[src/logic/ppc_defines.svh]
// Offsets, field positions, reset values and widths of the port ingress control block
`ifndef PPC_DEFINES_SVH
`define PPC_DEFINES_SVH

// Bus address width and register byte offsets
`define PPC_ADDR_W          8
`define PPC_OFF_PRIO_MAP    8'h04
`define PPC_OFF_INS_GATE    8'h08
`define PPC_OFF_PORT1       8'h10
`define PPC_OFF_PORT2       8'h20
`define PPC_OFF_PORT3       8'h30
`define PPC_OFF_VID1        8'h44
`define PPC_OFF_VID2        8'h48
`define PPC_OFF_VID3        8'h4C
`define PPC_OFF_STATUS      8'h50

// Port control field positions
`define PPC_BIT_STORM       7
`define PPC_BIT_DSCP_EN     6
`define PPC_BIT_PRIO_EN     5
`define PPC_FLD_DEF_LO      3
`define PPC_BIT_TAG_INS     2

// Reset values
`define PPC_RST_PORT        8'h00
`define PPC_RST_PRIO_MAP    16'hFA50
`define PPC_RST_INS_GATE    6'h00
`define PPC_INS_GATE_ALL    6'h3F
`define PPC_RST_VID         12'h001

// Bus responses
`define PPC_RESP_OKAY       2'h0
`define PPC_RESP_SLVERR     2'h2

`endif

[src/logic/ppc_pkg.sv]
// Shared types of the port ingress control block
`default_nettype none
package ppc_pkg;
	typedef logic [1:0]  ppc_queue_t;   // Priority queue number
	typedef logic [11:0] ppc_vid_t;     // VLAN identifier
	typedef logic [7:0]  ppc_cfg_t;     // One port control byte
	typedef logic [15:0] ppc_map_t;     // Eight 2-bit tag priority to queue fields
endpackage : ppc_pkg
`default_nettype wire

[src/logic/ppc_classify.sv]
// Ingress priority classifier and storm flag for one port
`timescale 1ns/1ps
`default_nettype none
`include "ppc_defines.svh"
module ppc_classify (
	input  wire logic             aclk,       // Switch clock
	input  wire logic             aresetn,    // Synchronous reset, active low
	input  wire ppc_pkg::ppc_cfg_t cfg,       // Live port control byte
	input  wire ppc_pkg::ppc_map_t prio_map,  // Tag priority to queue map
	input  wire logic             in_valid,   // Packet descriptor present
	input  wire logic             in_bcast,   // Broadcast packet
	input  wire logic             in_ipv4,    // IPv4 packet with code point
	input  wire ppc_pkg::ppc_queue_t in_dscp_queue, // Queue from code point table
	input  wire logic             in_tagged,  // Arrived with 802.1p/q tag
	input  wire logic [2:0]       in_tag_prio, // Tag user priority
	output logic                  out_valid,  // Result valid pulse
	output ppc_pkg::ppc_queue_t   out_queue,  // Chosen queue, held
	output logic                  out_storm   // Apply storm protection, pulse
);
	import ppc_pkg::*;

	logic       prio_hit;
	logic       dscp_hit;
	ppc_queue_t map_queue;
	ppc_queue_t next_queue;

	// Settings are read live, so a write applies to the next packet
	always_comb begin
		prio_hit   = cfg[`PPC_BIT_PRIO_EN] & in_tagged;
		dscp_hit   = cfg[`PPC_BIT_DSCP_EN] & in_ipv4;
		map_queue  = prio_map[{in_tag_prio, 1'b0} +: 2];
		next_queue = cfg[`PPC_FLD_DEF_LO +: 2];
		if (prio_hit || dscp_hit) begin
			next_queue = (prio_hit ? map_queue : 2'h0) | (dscp_hit ? in_dscp_queue : 2'h0);
		end
	end

	// Registered result; queue holds until the next packet
	always_ff @(posedge aclk) begin
		if (!aresetn) begin
			out_valid <= 1'b0;
			out_storm <= 1'b0;
			out_queue <= 2'h0;
		end else begin
			out_valid <= in_valid;
			out_storm <= in_valid & in_bcast & cfg[`PPC_BIT_STORM];
			if (in_valid) begin
				out_queue <= next_queue;
			end
		end
	end

	a_storm_follows_en: assert property (@(posedge aclk) disable iff (!aresetn)
		in_valid && in_bcast |=> out_storm == $past(cfg[`PPC_BIT_STORM]))
		else $error("storm flag does not follow enable bit");
	a_default_queue: assert property (@(posedge aclk) disable iff (!aresetn)
		in_valid && !cfg[`PPC_BIT_PRIO_EN] && !cfg[`PPC_BIT_DSCP_EN]
		|=> out_valid && out_queue == $past(cfg[`PPC_FLD_DEF_LO +: 2]))
		else $error("unclassified packet not in port default queue");
	a_tag_map_or: assert property (@(posedge aclk) disable iff (!aresetn)
		in_valid && cfg[`PPC_BIT_PRIO_EN] && in_tagged && cfg[`PPC_BIT_DSCP_EN] && in_ipv4
		|=> out_queue == ($past(map_queue) | $past(in_dscp_queue)))
		else $error("combined classification is not the OR of both results");
endmodule : ppc_classify
`default_nettype wire

[src/logic/ppc_port_ctrl.sv]
// Per-port ingress control registers with AXI4-Lite access and per-port logic
//
// Our own choice: the AXI4-Lite interface to the registers.
`timescale 1ns/1ps
`default_nettype none
`include "ppc_defines.svh"
// What this block does
// - Three identical port control bytes at byte offsets 0x10, 0x20, 0x30.
// - Bit 7 set turns on broadcast storm protection for that port's arrivals.
// - Bit 6 set classifies arriving IPv4 packets by their code point.
// - Bit 5 set classifies arriving tagged packets by their user priority.
// - Bits 4-3 give the fallback queue 0, 1, 2 or 3 when unclassified.
// - Fallback value 11 selects queue 3, the highest of four.
// - Bit 2 set adds a tag to untagged packets leaving that port, once all six insertion gate bits are set.
// - Packets already tagged on arrival never get a second tag.
// - Inserted tag carries the arrival port's default VID.
// - Eight tag priorities map to queues through programmable 2-bit fields.
module ppc_port_ctrl (
	input  wire logic                   aclk,           // Switch clock, 10 MHz
	input  wire logic                   aresetn,        // Synchronous reset, active low
	input  wire logic [`PPC_ADDR_W-1:0] s_axi_awaddr,   // Write address
	input  wire logic                   s_axi_awvalid,  // Write address valid
	output logic                        s_axi_awready,  // Write address ready
	input  wire logic [31:0]            s_axi_wdata,    // Write data
	input  wire logic [3:0]             s_axi_wstrb,    // Write byte strobes
	input  wire logic                   s_axi_wvalid,   // Write data valid
	output logic                        s_axi_wready,   // Write data ready
	output logic [1:0]                  s_axi_bresp,    // Write response
	output logic                        s_axi_bvalid,   // Write response valid
	input  wire logic                   s_axi_bready,   // Write response ready
	input  wire logic [`PPC_ADDR_W-1:0] s_axi_araddr,   // Read address
	input  wire logic                   s_axi_arvalid,  // Read address valid
	output logic                        s_axi_arready,  // Read address ready
	output logic [31:0]                 s_axi_rdata,    // Read data
	output logic [1:0]                  s_axi_rresp,    // Read response
	output logic                        s_axi_rvalid,   // Read data valid
	input  wire logic                   s_axi_rready,   // Read data ready
	input  wire logic [2:0]             ing_valid,      // Arrival descriptor, per port
	input  wire logic [2:0]             ing_bcast,      // Broadcast arrival, per port
	input  wire logic [2:0]             ing_ipv4,       // IPv4 arrival, per port
	input  wire logic [5:0]             ing_dscp_queue, // Code point queue, 2 bits a port
	input  wire logic [2:0]             ing_tagged,     // Tagged arrival, per port
	input  wire logic [8:0]             ing_tag_prio,   // User priority, 3 bits a port
	output logic [2:0]                  cls_valid,      // Classification valid, per port
	output logic [5:0]                  cls_queue,      // Queue, 2 bits a port
	output logic [2:0]                  cls_storm,      // Storm protection applies
	input  wire logic [2:0]             egr_valid,      // Departure descriptor, per port
	input  wire logic [2:0]             egr_rx_tagged,  // Departing packet was tagged
	input  wire logic [5:0]             egr_src_port,   // Arrival port, 2 bits a port
	output logic [2:0]                  ins_valid,      // Insertion decision valid
	output logic [2:0]                  ins_tag,        // Insert a tag, per port
	output logic [35:0]                 ins_vid         // Tag VID, 12 bits a port
);
	import ppc_pkg::*;

	// Register storage
	ppc_cfg_t  port_ctrl [3];
	ppc_map_t  prio_map;
	logic [5:0] ins_gate;
	ppc_vid_t  port_vid [3];

	// Write channel holding state
	logic [`PPC_ADDR_W-1:0] aw_addr;
	logic                   aw_have;
	logic [31:0]            w_data;
	logic [3:0]             w_strb;
	logic                   w_have;
	logic                   do_write;
	logic                   wr_hit;
	logic                   rd_hit;
	logic [31:0]            rd_word;
	logic                   gate_ok;

	assign do_write = aw_have & w_have & !s_axi_bvalid;
	assign gate_ok  = (ins_gate == `PPC_INS_GATE_ALL);

	// Address channel capture; address and data may come in either order
	always_ff @(posedge aclk) begin
		if (!aresetn) begin
			aw_have       <= 1'b0;
			aw_addr       <= '0;
			s_axi_awready <= 1'b0;
		end else if (s_axi_awvalid && s_axi_awready) begin
			aw_have       <= 1'b1;
			aw_addr       <= s_axi_awaddr;
			s_axi_awready <= 1'b0;
		end else if (do_write) begin
			aw_have <= 1'b0;
		end else if (!aw_have && !s_axi_bvalid) begin
			s_axi_awready <= 1'b1;
		end
	end

	// Data channel capture
	always_ff @(posedge aclk) begin
		if (!aresetn) begin
			w_have       <= 1'b0;
			w_data       <= 32'h0000_0000;
			w_strb       <= 4'h0;
			s_axi_wready <= 1'b0;
		end else if (s_axi_wvalid && s_axi_wready) begin
			w_have       <= 1'b1;
			w_data       <= s_axi_wdata;
			w_strb       <= s_axi_wstrb;
			s_axi_wready <= 1'b0;
		end else if (do_write) begin
			w_have <= 1'b0;
		end else if (!w_have && !s_axi_bvalid) begin
			s_axi_wready <= 1'b1;
		end
	end

	// Write decode; unmapped addresses answer with a slave error
	always_comb begin
		unique case (aw_addr)
			`PPC_OFF_PORT1, `PPC_OFF_PORT2, `PPC_OFF_PORT3,
			`PPC_OFF_PRIO_MAP, `PPC_OFF_INS_GATE,
			`PPC_OFF_VID1, `PPC_OFF_VID2, `PPC_OFF_VID3, `PPC_OFF_STATUS: wr_hit = 1'b1;
			default: wr_hit = 1'b0;
		endcase
	end

	// Write response, one cycle after both halves are held
	always_ff @(posedge aclk) begin
		if (!aresetn) begin
			s_axi_bvalid <= 1'b0;
			s_axi_bresp  <= `PPC_RESP_OKAY;
		end else if (do_write) begin
			s_axi_bvalid <= 1'b1;
			s_axi_bresp  <= wr_hit ? `PPC_RESP_OKAY : `PPC_RESP_SLVERR;
		end else if (s_axi_bready) begin
			s_axi_bvalid <= 1'b0;
		end
	end

	// Port control bytes; the per-port logic reads them live
	always_ff @(posedge aclk) begin
		if (!aresetn) begin
			for (int i = 0; i < 3; i++) begin
				port_ctrl[i] <= `PPC_RST_PORT;
			end
		end else if (do_write && w_strb[0]) begin
			unique case (aw_addr)
				`PPC_OFF_PORT1: port_ctrl[0] <= w_data[7:0];
				`PPC_OFF_PORT2: port_ctrl[1] <= w_data[7:0];
				`PPC_OFF_PORT3: port_ctrl[2] <= w_data[7:0];
				default: ;
			endcase
		end
	end

	// Global priority map and insertion gate
	always_ff @(posedge aclk) begin
		if (!aresetn) begin
			prio_map <= `PPC_RST_PRIO_MAP;
			ins_gate <= `PPC_RST_INS_GATE;
		end else if (do_write && aw_addr == `PPC_OFF_PRIO_MAP) begin
			if (w_strb[0]) prio_map[7:0]  <= w_data[7:0];
			if (w_strb[1]) prio_map[15:8] <= w_data[15:8];
		end else if (do_write && aw_addr == `PPC_OFF_INS_GATE && w_strb[0]) begin
			ins_gate <= w_data[5:0];
		end
	end

	// Default VIDs of the three ports
	always_ff @(posedge aclk) begin
		if (!aresetn) begin
			for (int i = 0; i < 3; i++) begin
				port_vid[i] <= `PPC_RST_VID;
			end
		end else if (do_write) begin
			for (int i = 0; i < 3; i++) begin
				if (aw_addr == `PPC_OFF_VID1 + 8'(4 * i)) begin
					if (w_strb[0]) port_vid[i][7:0]  <= w_data[7:0];
					if (w_strb[1]) port_vid[i][11:8] <= w_data[11:8];
				end
			end
		end
	end

	// Read decode; status shows the last queue chosen on each port
	always_comb begin
		rd_hit  = 1'b1;
		rd_word = 32'h0000_0000;
		unique case (s_axi_araddr)
			`PPC_OFF_PORT1:    rd_word = 32'(port_ctrl[0]);
			`PPC_OFF_PORT2:    rd_word = 32'(port_ctrl[1]);
			`PPC_OFF_PORT3:    rd_word = 32'(port_ctrl[2]);
			`PPC_OFF_PRIO_MAP: rd_word = 32'(prio_map);
			`PPC_OFF_INS_GATE: rd_word = 32'(ins_gate);
			`PPC_OFF_VID1:     rd_word = 32'(port_vid[0]);
			`PPC_OFF_VID2:     rd_word = 32'(port_vid[1]);
			`PPC_OFF_VID3:     rd_word = 32'(port_vid[2]);
			`PPC_OFF_STATUS:   rd_word = 32'(cls_queue);
			default:           rd_hit  = 1'b0;
		endcase
	end

	// Read channel; one read in flight, address taken only while idle
	always_ff @(posedge aclk) begin
		if (!aresetn) begin
			s_axi_arready <= 1'b0;
			s_axi_rvalid  <= 1'b0;
			s_axi_rdata   <= 32'h0000_0000;
			s_axi_rresp   <= `PPC_RESP_OKAY;
		end else if (s_axi_arvalid && s_axi_arready) begin
			s_axi_arready <= 1'b0;
			s_axi_rvalid  <= 1'b1;
			s_axi_rdata   <= rd_word;
			s_axi_rresp   <= rd_hit ? `PPC_RESP_OKAY : `PPC_RESP_SLVERR;
		end else if (s_axi_rvalid) begin
			if (s_axi_rready) s_axi_rvalid <= 1'b0;
		end else begin
			s_axi_arready <= 1'b1;
		end
	end

	// One classifier and one tag decision per port
	for (genvar p = 0; p < 3; p++) begin : g_port
		ppc_classify u_cls (
			.aclk          (aclk),
			.aresetn       (aresetn),
			.cfg           (port_ctrl[p]),
			.prio_map      (prio_map),
			.in_valid      (ing_valid[p]),
			.in_bcast      (ing_bcast[p]),
			.in_ipv4       (ing_ipv4[p]),
			.in_dscp_queue (ing_dscp_queue[2*p +: 2]),
			.in_tagged     (ing_tagged[p]),
			.in_tag_prio   (ing_tag_prio[3*p +: 3]),
			.out_valid     (cls_valid[p]),
			.out_queue     (cls_queue[2*p +: 2]),
			.out_storm     (cls_storm[p])
		);
		ppc_tag_insert u_ins (
			.aclk          (aclk),
			.aresetn       (aresetn),
			.ins_en        (port_ctrl[p][`PPC_BIT_TAG_INS]),
			.gate_ok       (gate_ok),
			.vid1          (port_vid[0]),
			.vid2          (port_vid[1]),
			.vid3          (port_vid[2]),
			.in_valid      (egr_valid[p]),
			.in_rx_tagged  (egr_rx_tagged[p]),
			.in_src_port   (egr_src_port[2*p +: 2]),
			.out_valid     (ins_valid[p]),
			.out_insert    (ins_tag[p]),
			.out_vid       (ins_vid[12*p +: 12])
		);
	end

	a_port2_write: assert property (@(posedge aclk) disable iff (!aresetn)
		do_write && aw_addr == `PPC_OFF_PORT2 && w_strb[0]
		|=> port_ctrl[1] == $past(w_data[7:0]) && s_axi_bvalid)
		else $error("write to second port byte not stored");
	a_unmapped_err: assert property (@(posedge aclk) disable iff (!aresetn)
		s_axi_arvalid && s_axi_arready && !rd_hit
		|=> s_axi_rvalid && s_axi_rresp == `PPC_RESP_SLVERR)
		else $error("unmapped read did not answer with error");
	a_map_top_prio: assert property (@(posedge aclk) disable iff (!aresetn)
		ing_valid[0] && ing_tagged[0] && ing_tag_prio[2:0] == 3'h7
		&& port_ctrl[0][`PPC_BIT_PRIO_EN] && !port_ctrl[0][`PPC_BIT_DSCP_EN]
		|=> cls_queue[1:0] == $past(prio_map[15:14]))
		else $error("top tag priority not mapped through its field");
	a_live_setting: assert property (@(posedge aclk) disable iff (!aresetn)
		do_write && aw_addr == `PPC_OFF_PORT3 && w_strb[0] && !w_data[`PPC_BIT_PRIO_EN]
		&& !w_data[`PPC_BIT_DSCP_EN] ##[1:4] ing_valid[2]
		|=> cls_queue[5:4] == $past(w_data[`PPC_FLD_DEF_LO +: 2]))
		else $error("new default queue not used by next packet");
	a_gate_blocks: assert property (@(posedge aclk) disable iff (!aresetn)
		egr_valid[2] && !gate_ok |=> !ins_tag[2])
		else $error("tag inserted while global gate bits incomplete");

	// Bus refusal and storage checks; only one write and one read are ever held
	a_ready_refused: assert property (@(posedge aclk) disable iff (!aresetn)
		s_axi_bvalid |-> !s_axi_awready && !s_axi_wready)
		else $error("write channel ready while response pending");
	a_read_refused: assert property (@(posedge aclk) disable iff (!aresetn)
		s_axi_rvalid |-> !s_axi_arready)
		else $error("read address ready while read data pending");
	a_write_slverr: assert property (@(posedge aclk) disable iff (!aresetn)
		do_write && !wr_hit
		|=> s_axi_bvalid && s_axi_bresp == `PPC_RESP_SLVERR)
		else $error("unmapped write did not answer with error");
	a_low_strobe: assert property (@(posedge aclk) disable iff (!aresetn)
		do_write && aw_addr == `PPC_OFF_PORT1 && !w_strb[0] |=> $stable(port_ctrl[0]))
		else $error("port byte changed with its strobe clear");
	a_port3_read: assert property (@(posedge aclk) disable iff (!aresetn)
		s_axi_arvalid && s_axi_arready && s_axi_araddr == `PPC_OFF_PORT3
		|=> s_axi_rdata == {24'h00_0000, $past(port_ctrl[2])})
		else $error("third port byte read back wrong");
	a_status_read: assert property (@(posedge aclk) disable iff (!aresetn)
		s_axi_arvalid && s_axi_arready && s_axi_araddr == `PPC_OFF_STATUS
		|=> s_axi_rdata == {26'h000_0000, $past(cls_queue)})
		else $error("status does not show the chosen queues");
	a_vid3_write: assert property (@(posedge aclk) disable iff (!aresetn)
		do_write && aw_addr == `PPC_OFF_VID3 && w_strb[0] && w_strb[1]
		|=> port_vid[2] == $past(w_data[11:0]))
		else $error("third port default VID not stored");
	a_gate_opens: assert property (@(posedge aclk) disable iff (!aresetn)
		do_write && aw_addr == `PPC_OFF_INS_GATE && w_strb[0]
		|=> gate_ok == ($past(w_data[5:0]) == `PPC_INS_GATE_ALL))
		else $error("insertion gate does not follow its six bits");
endmodule : ppc_port_ctrl
`default_nettype wire

[src/logic/ppc_tag_insert.sv]
// Egress tag insertion decision for one output port
`timescale 1ns/1ps
`default_nettype none
`include "ppc_defines.svh"
module ppc_tag_insert (
	input  wire logic             aclk,          // Switch clock
	input  wire logic             aresetn,       // Synchronous reset, active low
	input  wire logic             ins_en,        // Tag insertion bit of this port
	input  wire logic             gate_ok,       // Global insertion bits all set
	input  wire ppc_pkg::ppc_vid_t vid1,         // Default VID of port 1
	input  wire ppc_pkg::ppc_vid_t vid2,         // Default VID of port 2
	input  wire ppc_pkg::ppc_vid_t vid3,         // Default VID of port 3
	input  wire logic             in_valid,      // Packet leaving this port
	input  wire logic             in_rx_tagged,  // Packet had a tag on reception
	input  wire logic [1:0]       in_src_port,   // Ingress port, 0..2
	output logic                  out_valid,     // Decision valid pulse
	output logic                  out_insert,    // Add a tag, held
	output ppc_pkg::ppc_vid_t     out_vid        // VID for that tag, held
);
	import ppc_pkg::*;

	ppc_vid_t src_vid;
	logic     src_ok;

	// VID of the arrival port, never of this output port
	always_comb begin
		src_ok = 1'b1;
		unique case (in_src_port)
			2'h0: src_vid = vid1;
			2'h1: src_vid = vid2;
			2'h2: src_vid = vid3;
			default: begin
				src_vid = 12'h000;
				src_ok  = 1'b0;
			end
		endcase
	end

	// Already tagged packets pass untouched; no double tag here
	always_ff @(posedge aclk) begin
		if (!aresetn) begin
			out_valid  <= 1'b0;
			out_insert <= 1'b0;
			out_vid    <= 12'h000;
		end else begin
			out_valid <= in_valid;
			if (in_valid) begin
				out_insert <= ins_en & gate_ok & src_ok & !in_rx_tagged;
				out_vid    <= src_vid;
			end
		end
	end

	a_insert_untagged: assert property (@(posedge aclk) disable iff (!aresetn)
		in_valid && ins_en && gate_ok && !in_rx_tagged && in_src_port != 2'h3
		|=> out_valid && out_insert)
		else $error("untagged packet did not get a tag");
	a_no_second_tag: assert property (@(posedge aclk) disable iff (!aresetn)
		in_valid && in_rx_tagged |=> !out_insert)
		else $error("tagged packet received a second tag");
	a_vid_of_source: assert property (@(posedge aclk) disable iff (!aresetn)
		in_valid && in_src_port == 2'h1 |=> out_vid == $past(vid2))
		else $error("inserted VID is not the ingress port VID");
endmodule : ppc_tag_insert
`default_nettype wire
[config.mk]
export PLATFORM = sky130hd
export DESIGN_NAME = ppc_port_ctrl
export DESIGN_NICKNAME = d
export VERILOG_FILES = /design/src/logic/ppc_pkg.sv /design/src/logic/ppc_classify.sv /design/src/logic/ppc_port_ctrl.sv /design/src/logic/ppc_tag_insert.sv
export VERILOG_INCLUDE_DIRS = /design/src /design/src/logic
export SDC_FILE = /design/constraint.sdc
export NUM_CORES = 1
export LEC_CHECK = 0
export ABC_AREA = 0
export BUFFER_PORTS_ARGS = -buffer_cell sky130_fd_sc_hd__buf_2
export CORE_MARGIN = 2
export CORE_UTILIZATION = 55
export DETAILED_ROUTE_END_ITERATION = 10
export PLACE_DENSITY = 0.82
export SYNTH_ARGS = -nofsm -noshare
export SYNTH_HDL_FRONTEND = slang
export SYNTH_SLANG_ARGS = --single-unit
[constraint.sdc]
create_clock -name aclk -period 2.8 [get_ports aclk]
set_clock_uncertainty 0.05 [all_clocks]
set_input_delay 0.7 -clock aclk [delete_from_list [all_inputs] [get_ports aclk]]
set_output_delay 0.7 -clock aclk [all_outputs]
set_load 0.02 [all_outputs]
Word level (Yosys, flattened, before mapping)
Memory sizes are Yosys's and may differ from the RTL's.
Index checks and enable logic that the tools add are counted.

word-level totals
  register bits = 145
  memory bits (writable) = 60
  bits of input ports = 98
  word-level logic and storage cells = 215
  memories = 2

memory list
  memory     words  width  read ports  clocked after Yosys merged registers in  write ports  RTL line             RTL
  port_vid   3      12     3           0                                        3            ppc_port_ctrl.sv:60  ppc_vid_t port_vid [3];
  port_ctrl  3      8      3           0                                        3            ppc_port_ctrl.sv:57  ppc_cfg_t port_ctrl [3];

operators by class
  equality and inequality tests = 25
  shift operators = 3
  mux-type cells = 76
  bitwise logic cells = 38
  reduce and logical (&&, ||, !) cells = 37

operators with widths
  operator              count
  $pmux W16 S9          1
  $pmux W12 S3          3
  $eq A8 B7 Y1 const B  8
  $mux W1               52
  $mux W8               6
  $shiftx A16 B5 Y2     3
  $eq A8 B6 Y1 const B  4
  $and A1 B1 Y1         23
  $mux W2               11
  $reduce_or A9 Y1      2
  $eq A8 B3 Y1 const B  2
  $eq A8 B4 Y1 const B  2
  $eq A8 B5 Y1 const B  2
  $mux W4               3
  $reduce_and A2 Y1     5
  $logic_and A1 B1 Y1   9
  $or A1 B1 Y1          9
  $reduce_or A3 Y1      3
  $eq A2 B1 Y1 const B  3
  $eq A2 B2 Y1 const B  3
  $eq A6 B6 Y1 const B  1
  $logic_not A1 Y1      6
  $logic_not A2 Y1      3
  $or A2 B2 Y2          3
  other kinds (4)       12

Longest topological paths before layout
  depth after elaboration = 7
  gate-level depth with buffers = 6

Cells and area by module
A second synthesis with hierarchy kept.

second synthesis, totals
  cell total of the unflattened synthesis = 891
  area, all modules = 9121.2 um^2

by module, submodules not included
  module          times used  cells an instance  area each (um^2)
  ppc_port_ctrl   1           558                5784.3
  ppc_tag_insert  3           89                 832.0
  ppc_classify    3           22                 280.3

Least setup slack after synthesis
Ideal clock, no wire load.

  kind = register to register
  start point = reg s_axi_bvalid
  end point = mem port_ctrl[0][0] (netlist bit), enable pin
  library setup time = 0.387 ns
  data arrival time = 1.742 ns
  data required time = 2.363 ns
  path slack = 0.621 ns
  stages on the path, launching flop included = 6
  path buffers = 1
  path through = dfxtp_1 and4b_1 clkbuf_1 and3_1 inv_1 o31ai_1

RTL lines
  item                    RTL line              RTL
  from (decl)             ppc_port_ctrl.sv:29   output logic s_axi_bvalid,
  from (signal assigned)  ppc_port_ctrl.sv:126  s_axi_bvalid <= 1'b0;
  from (signal assigned)  ppc_port_ctrl.sv:129  s_axi_bvalid <= 1'b1;
  from (signal assigned)  ppc_port_ctrl.sv:132  s_axi_bvalid <= 1'b0;
  to (decl)               ppc_port_ctrl.sv:57

==> summary.md <==
| Metric | Value |
|---|---|
| Placeable Area | `0.0158 mm²` |
| Fmax | `415 MHz` |
| H-tree depth | `4` |
| Setup violations, final | `0` |
| Width of the chip | `131 µm` |
| Initial antenna violation count | `0` |
| Setup TNS | `0 ns` |
| Crit path required time | `2.80 ns` |
| Clock slew at reported path FFs | `0.07 ns` |
| Post-Synthesis Cells | `892` |
| FF-to-FF Start | `aw_addr[0]` |
| PortBufs | `156` |
| Max_cap viols | `0` |
| Crit path from | `aw_addr[0]` |
| CTS tree | `built` |
| Reg2reg end | `port_vid[0][0]` |
| Die Span Y | `131 µm` |
| Cell variety after synth | `64` |
| Top FF cell, synth | `dfxtp_1` |
| Initial Utilization | `56.0%` |
| Shortest period the worst path allows | `2.41 ns` |
| Pwr dens | `600 mW/mm²` |
| Final Wtd Congestion | `0.929` |
| # Post-CTS Setup Buffers | `0` |
| Diodes inserted | `0` |
| Final ANT Viol Nets | `0` |
| HP Class | `register to register` |
| Row Count | `46` |
| Layout area overhead | `16.5%` |
| First-pass GRT wire length | `36.3 mm` |
| Root buf cell | `clkbuf_16` |
| Number of flops mapped to enable cells by yosys | `60` |
| Status | `finished, final reports clean` |
| Hold endpoint | `w_strb[1]` |
| CTS Buf Count | `17` |
| Post-CTS Hold Buffers | `0` |
| Post-synth ARST share | `0%` |
| GRT overflow | `0` |
| Worst skew pair latency | `0.44 ns` |
| Vias per cell | `5.97` |
| CTS resizes | `0` |
| Least-Margin Pin Slew | `1.19 ns` |
| Peak supply drop | `0.467 mV` |
| Clock Tree Buf Depth | `2` |
| Share of cells above drive strength 1 | `24.0%` |
| Arr. time, crit path | `2.41 ns` |
| Yosys warnings | `0` |
| Reg2reg setup slack | `0.39 ns` |
| Hold path cells | `2` |
| Slew HR | `19.5%` |
| Detailed Route WL | `23.6 mm` |
| DIE AREA | `0.0172 mm²` |
| Final hold violations | `0` |
| GRT Total Usage | `27.9%` |
| Synthesized area | `0.00887 mm²` |
| Layout fillers | `1254` |
| Synthesis-stage register bit count | `187` |
| Seq/Total Area, Yosys | `49.0%` |
| Final worst path period share | `86.0%` |
| Critical path endpoint category | `register` |
| CTS sink cnt | `187` |
| Hpwl dp | `17.3 mm` |
| R2r worst-path depth | `3` |
| Hold_sp | `w_strb[1]` |
| Design Power | `6.20 mW` |
| Leak Pwr | `4.31 nW` |
| RSZ-0062 raised after global routing | `false` |
| DRT Pass-1 Iters | `5` |
| Via count | `7463` |
| Crit start category | `register` |
| CP Max Fanout | `8` |
| Avg Inst Size Synth | `9.94 µm²` |
| Largest net degree at the start of global routing | `38` |
| # DRC | `0` |
| WL per Instance | `18.9 µm` |
| WS Path Type | `register to register` |
| Vias in the first global route | `6756` |
| # IOs | `193` |
| Slew Limit Fails | `0` |
| Iter 0 DRT Violations | `833` |
| Final net count | `1119` |
-- per-layer routing --
metal	GRT usage, %	vias up	routed length, µm
met5	0	-	0
met4	11.7	0	864
met3	6.19	69	2410
met2	41.6	456	10400
met1	39.5	3487	9950
li1	-	3451	-
-- kinds of logic after synthesis --
logic type / share of synthesized area, %
simple gates: 16.5
compound gates: 15.6
flops: 49.0
mux: 13.2
buf+inv: 5.57
xor+xnor: 0.0988
other cells: 0.0423
-- worst max-delay path by stage --
stage	to	slack [ns]	depth (start not counted)
2_1_floorplan	port_ctrl[0][0]	0.62	5
3_3_place_gp	s_axi_rdata[7]	0.32	6
3_5_place_dp	s_axi_rdata[5]	0.26	6
4_1_cts	port_vid[0][0]	0.37	3
5_1_grt	port_vid[0][0]	0.19	3
6_report	port_vid[0][0]	0.39	3
-- synth_stat cells, drive strengths merged (5+ instances only) --
| cell type | count | share of area (%) |
|---|---|---|
| nor2 | 101 | 4.3 |
| edfxtp | 60 | 20 |
| o31ai | 5 | 0.64 |
| a22oi | 27 | 2.4 |
| clkbuf | 45 | 1.9 |
| mux2 | 7 | 0.89 |
| o22ai | 5 | 0.35 |
| mux2i | 82 | 9.3 |
| nand3 | 30 | 1.7 |
| nand2b | 12 | 0.85 |
| or3 | 5 | 0.41 |
| a211oi | 39 | 3.3 |
| dfxtp | 127 | 29 |
| o211a | 6 | 0.68 |
| nor3 | 8 | 0.51 |
| mux4 | 12 | 3.0 |
| buf | 42 | 3.3 |
| and2 | 30 | 2.1 |
| o21ai | 13 | 0.73 |
| o2111ai | 7 | 0.76 |
| nor2b | 7 | 0.49 |
| a21oi | 77 | 4.3 |
| nand2 | 85 | 3.6 |
| inv | 9 | 0.38 |
-- worst max-delay path, stage by stage (launching register included) --
cell and delay (ns):
dfxtp_1 0.32, nor3_1 0.45, nand4_1 0.22, o21ai_0 0.98
-- registers in the layout (all words and copies together) (netlist names), 6 cells and up --
signal / flops
g_port.u_ins.out_vid: 36
port_vid: 36
port_ctrl: 24
prio_map: 16
s_axi_rdata: 16
w_data: 16
aw_addr: 8
g_port.u_cls.out_queue: 6
ins_gate: 6
-- where the power goes --
| group | leakage (nW) | switching [mW] | internal [mW] | total (mW) |
|---|---|---|---|---|
| registers | 1.65 | 0.0978 | 2.90 | 2.99 |
| clock network | 0.312 | 1.07 | 1.48 | 2.55 |
| logic | 2.35 | 0.414 | 0.241 | 0.655 |
| total | 4.31 | 1.59 | 4.61 | 6.20 |
-- cell type report --
cell class	instances	area, µm²	share of cell area (%)
Timing Repair Buffer	180	961	9.30
Clock buffer	19	453	4.38
Inverter	9	33.8	0.327
Clock inverter	13	176	1.71
Sequential cell	187	4340	42.1
Tap cell	216	270	2.62
Multi-Input combinational cell	626	4090	39.6
-- metrics by stage --
step	utilization, %	area [µm²]	instances	setup WS [ns]	hold slack (ns)
6_report	65.3	10300	1250	0.391	0.409
2_1_floorplan	-	8930	909	0.621	0.382
3_5_place_dp	61.3	9700	1218	0.262	0.398
5_1_grt	65.3	10300	1250	0.193	0.431
4_1_cts	65.3	10300	1250	0.370	0.407
3_3_place_gp	61.3	9700	1218	0.320	0.391
-- cell usage in the layout (no fill, tap or decap), types with 13 or more instances in the layout --
cell,synthesis,final
clkbuf_16,0,17
edfxtp_1,60,60
o21ai_0,13,13
buf_4,30,24
and2_1,30,30
nor2_1,100,100
a21oi_1,77,77
nand2_1,85,85
nand3_1,30,30
a211oi_1,39,39
conb_1,1,18
buf_2,11,156
a22oi_1,25,25
mux2i_1,82,82
dfxtp_1,127,127
(Power assumes the default switching activity.)
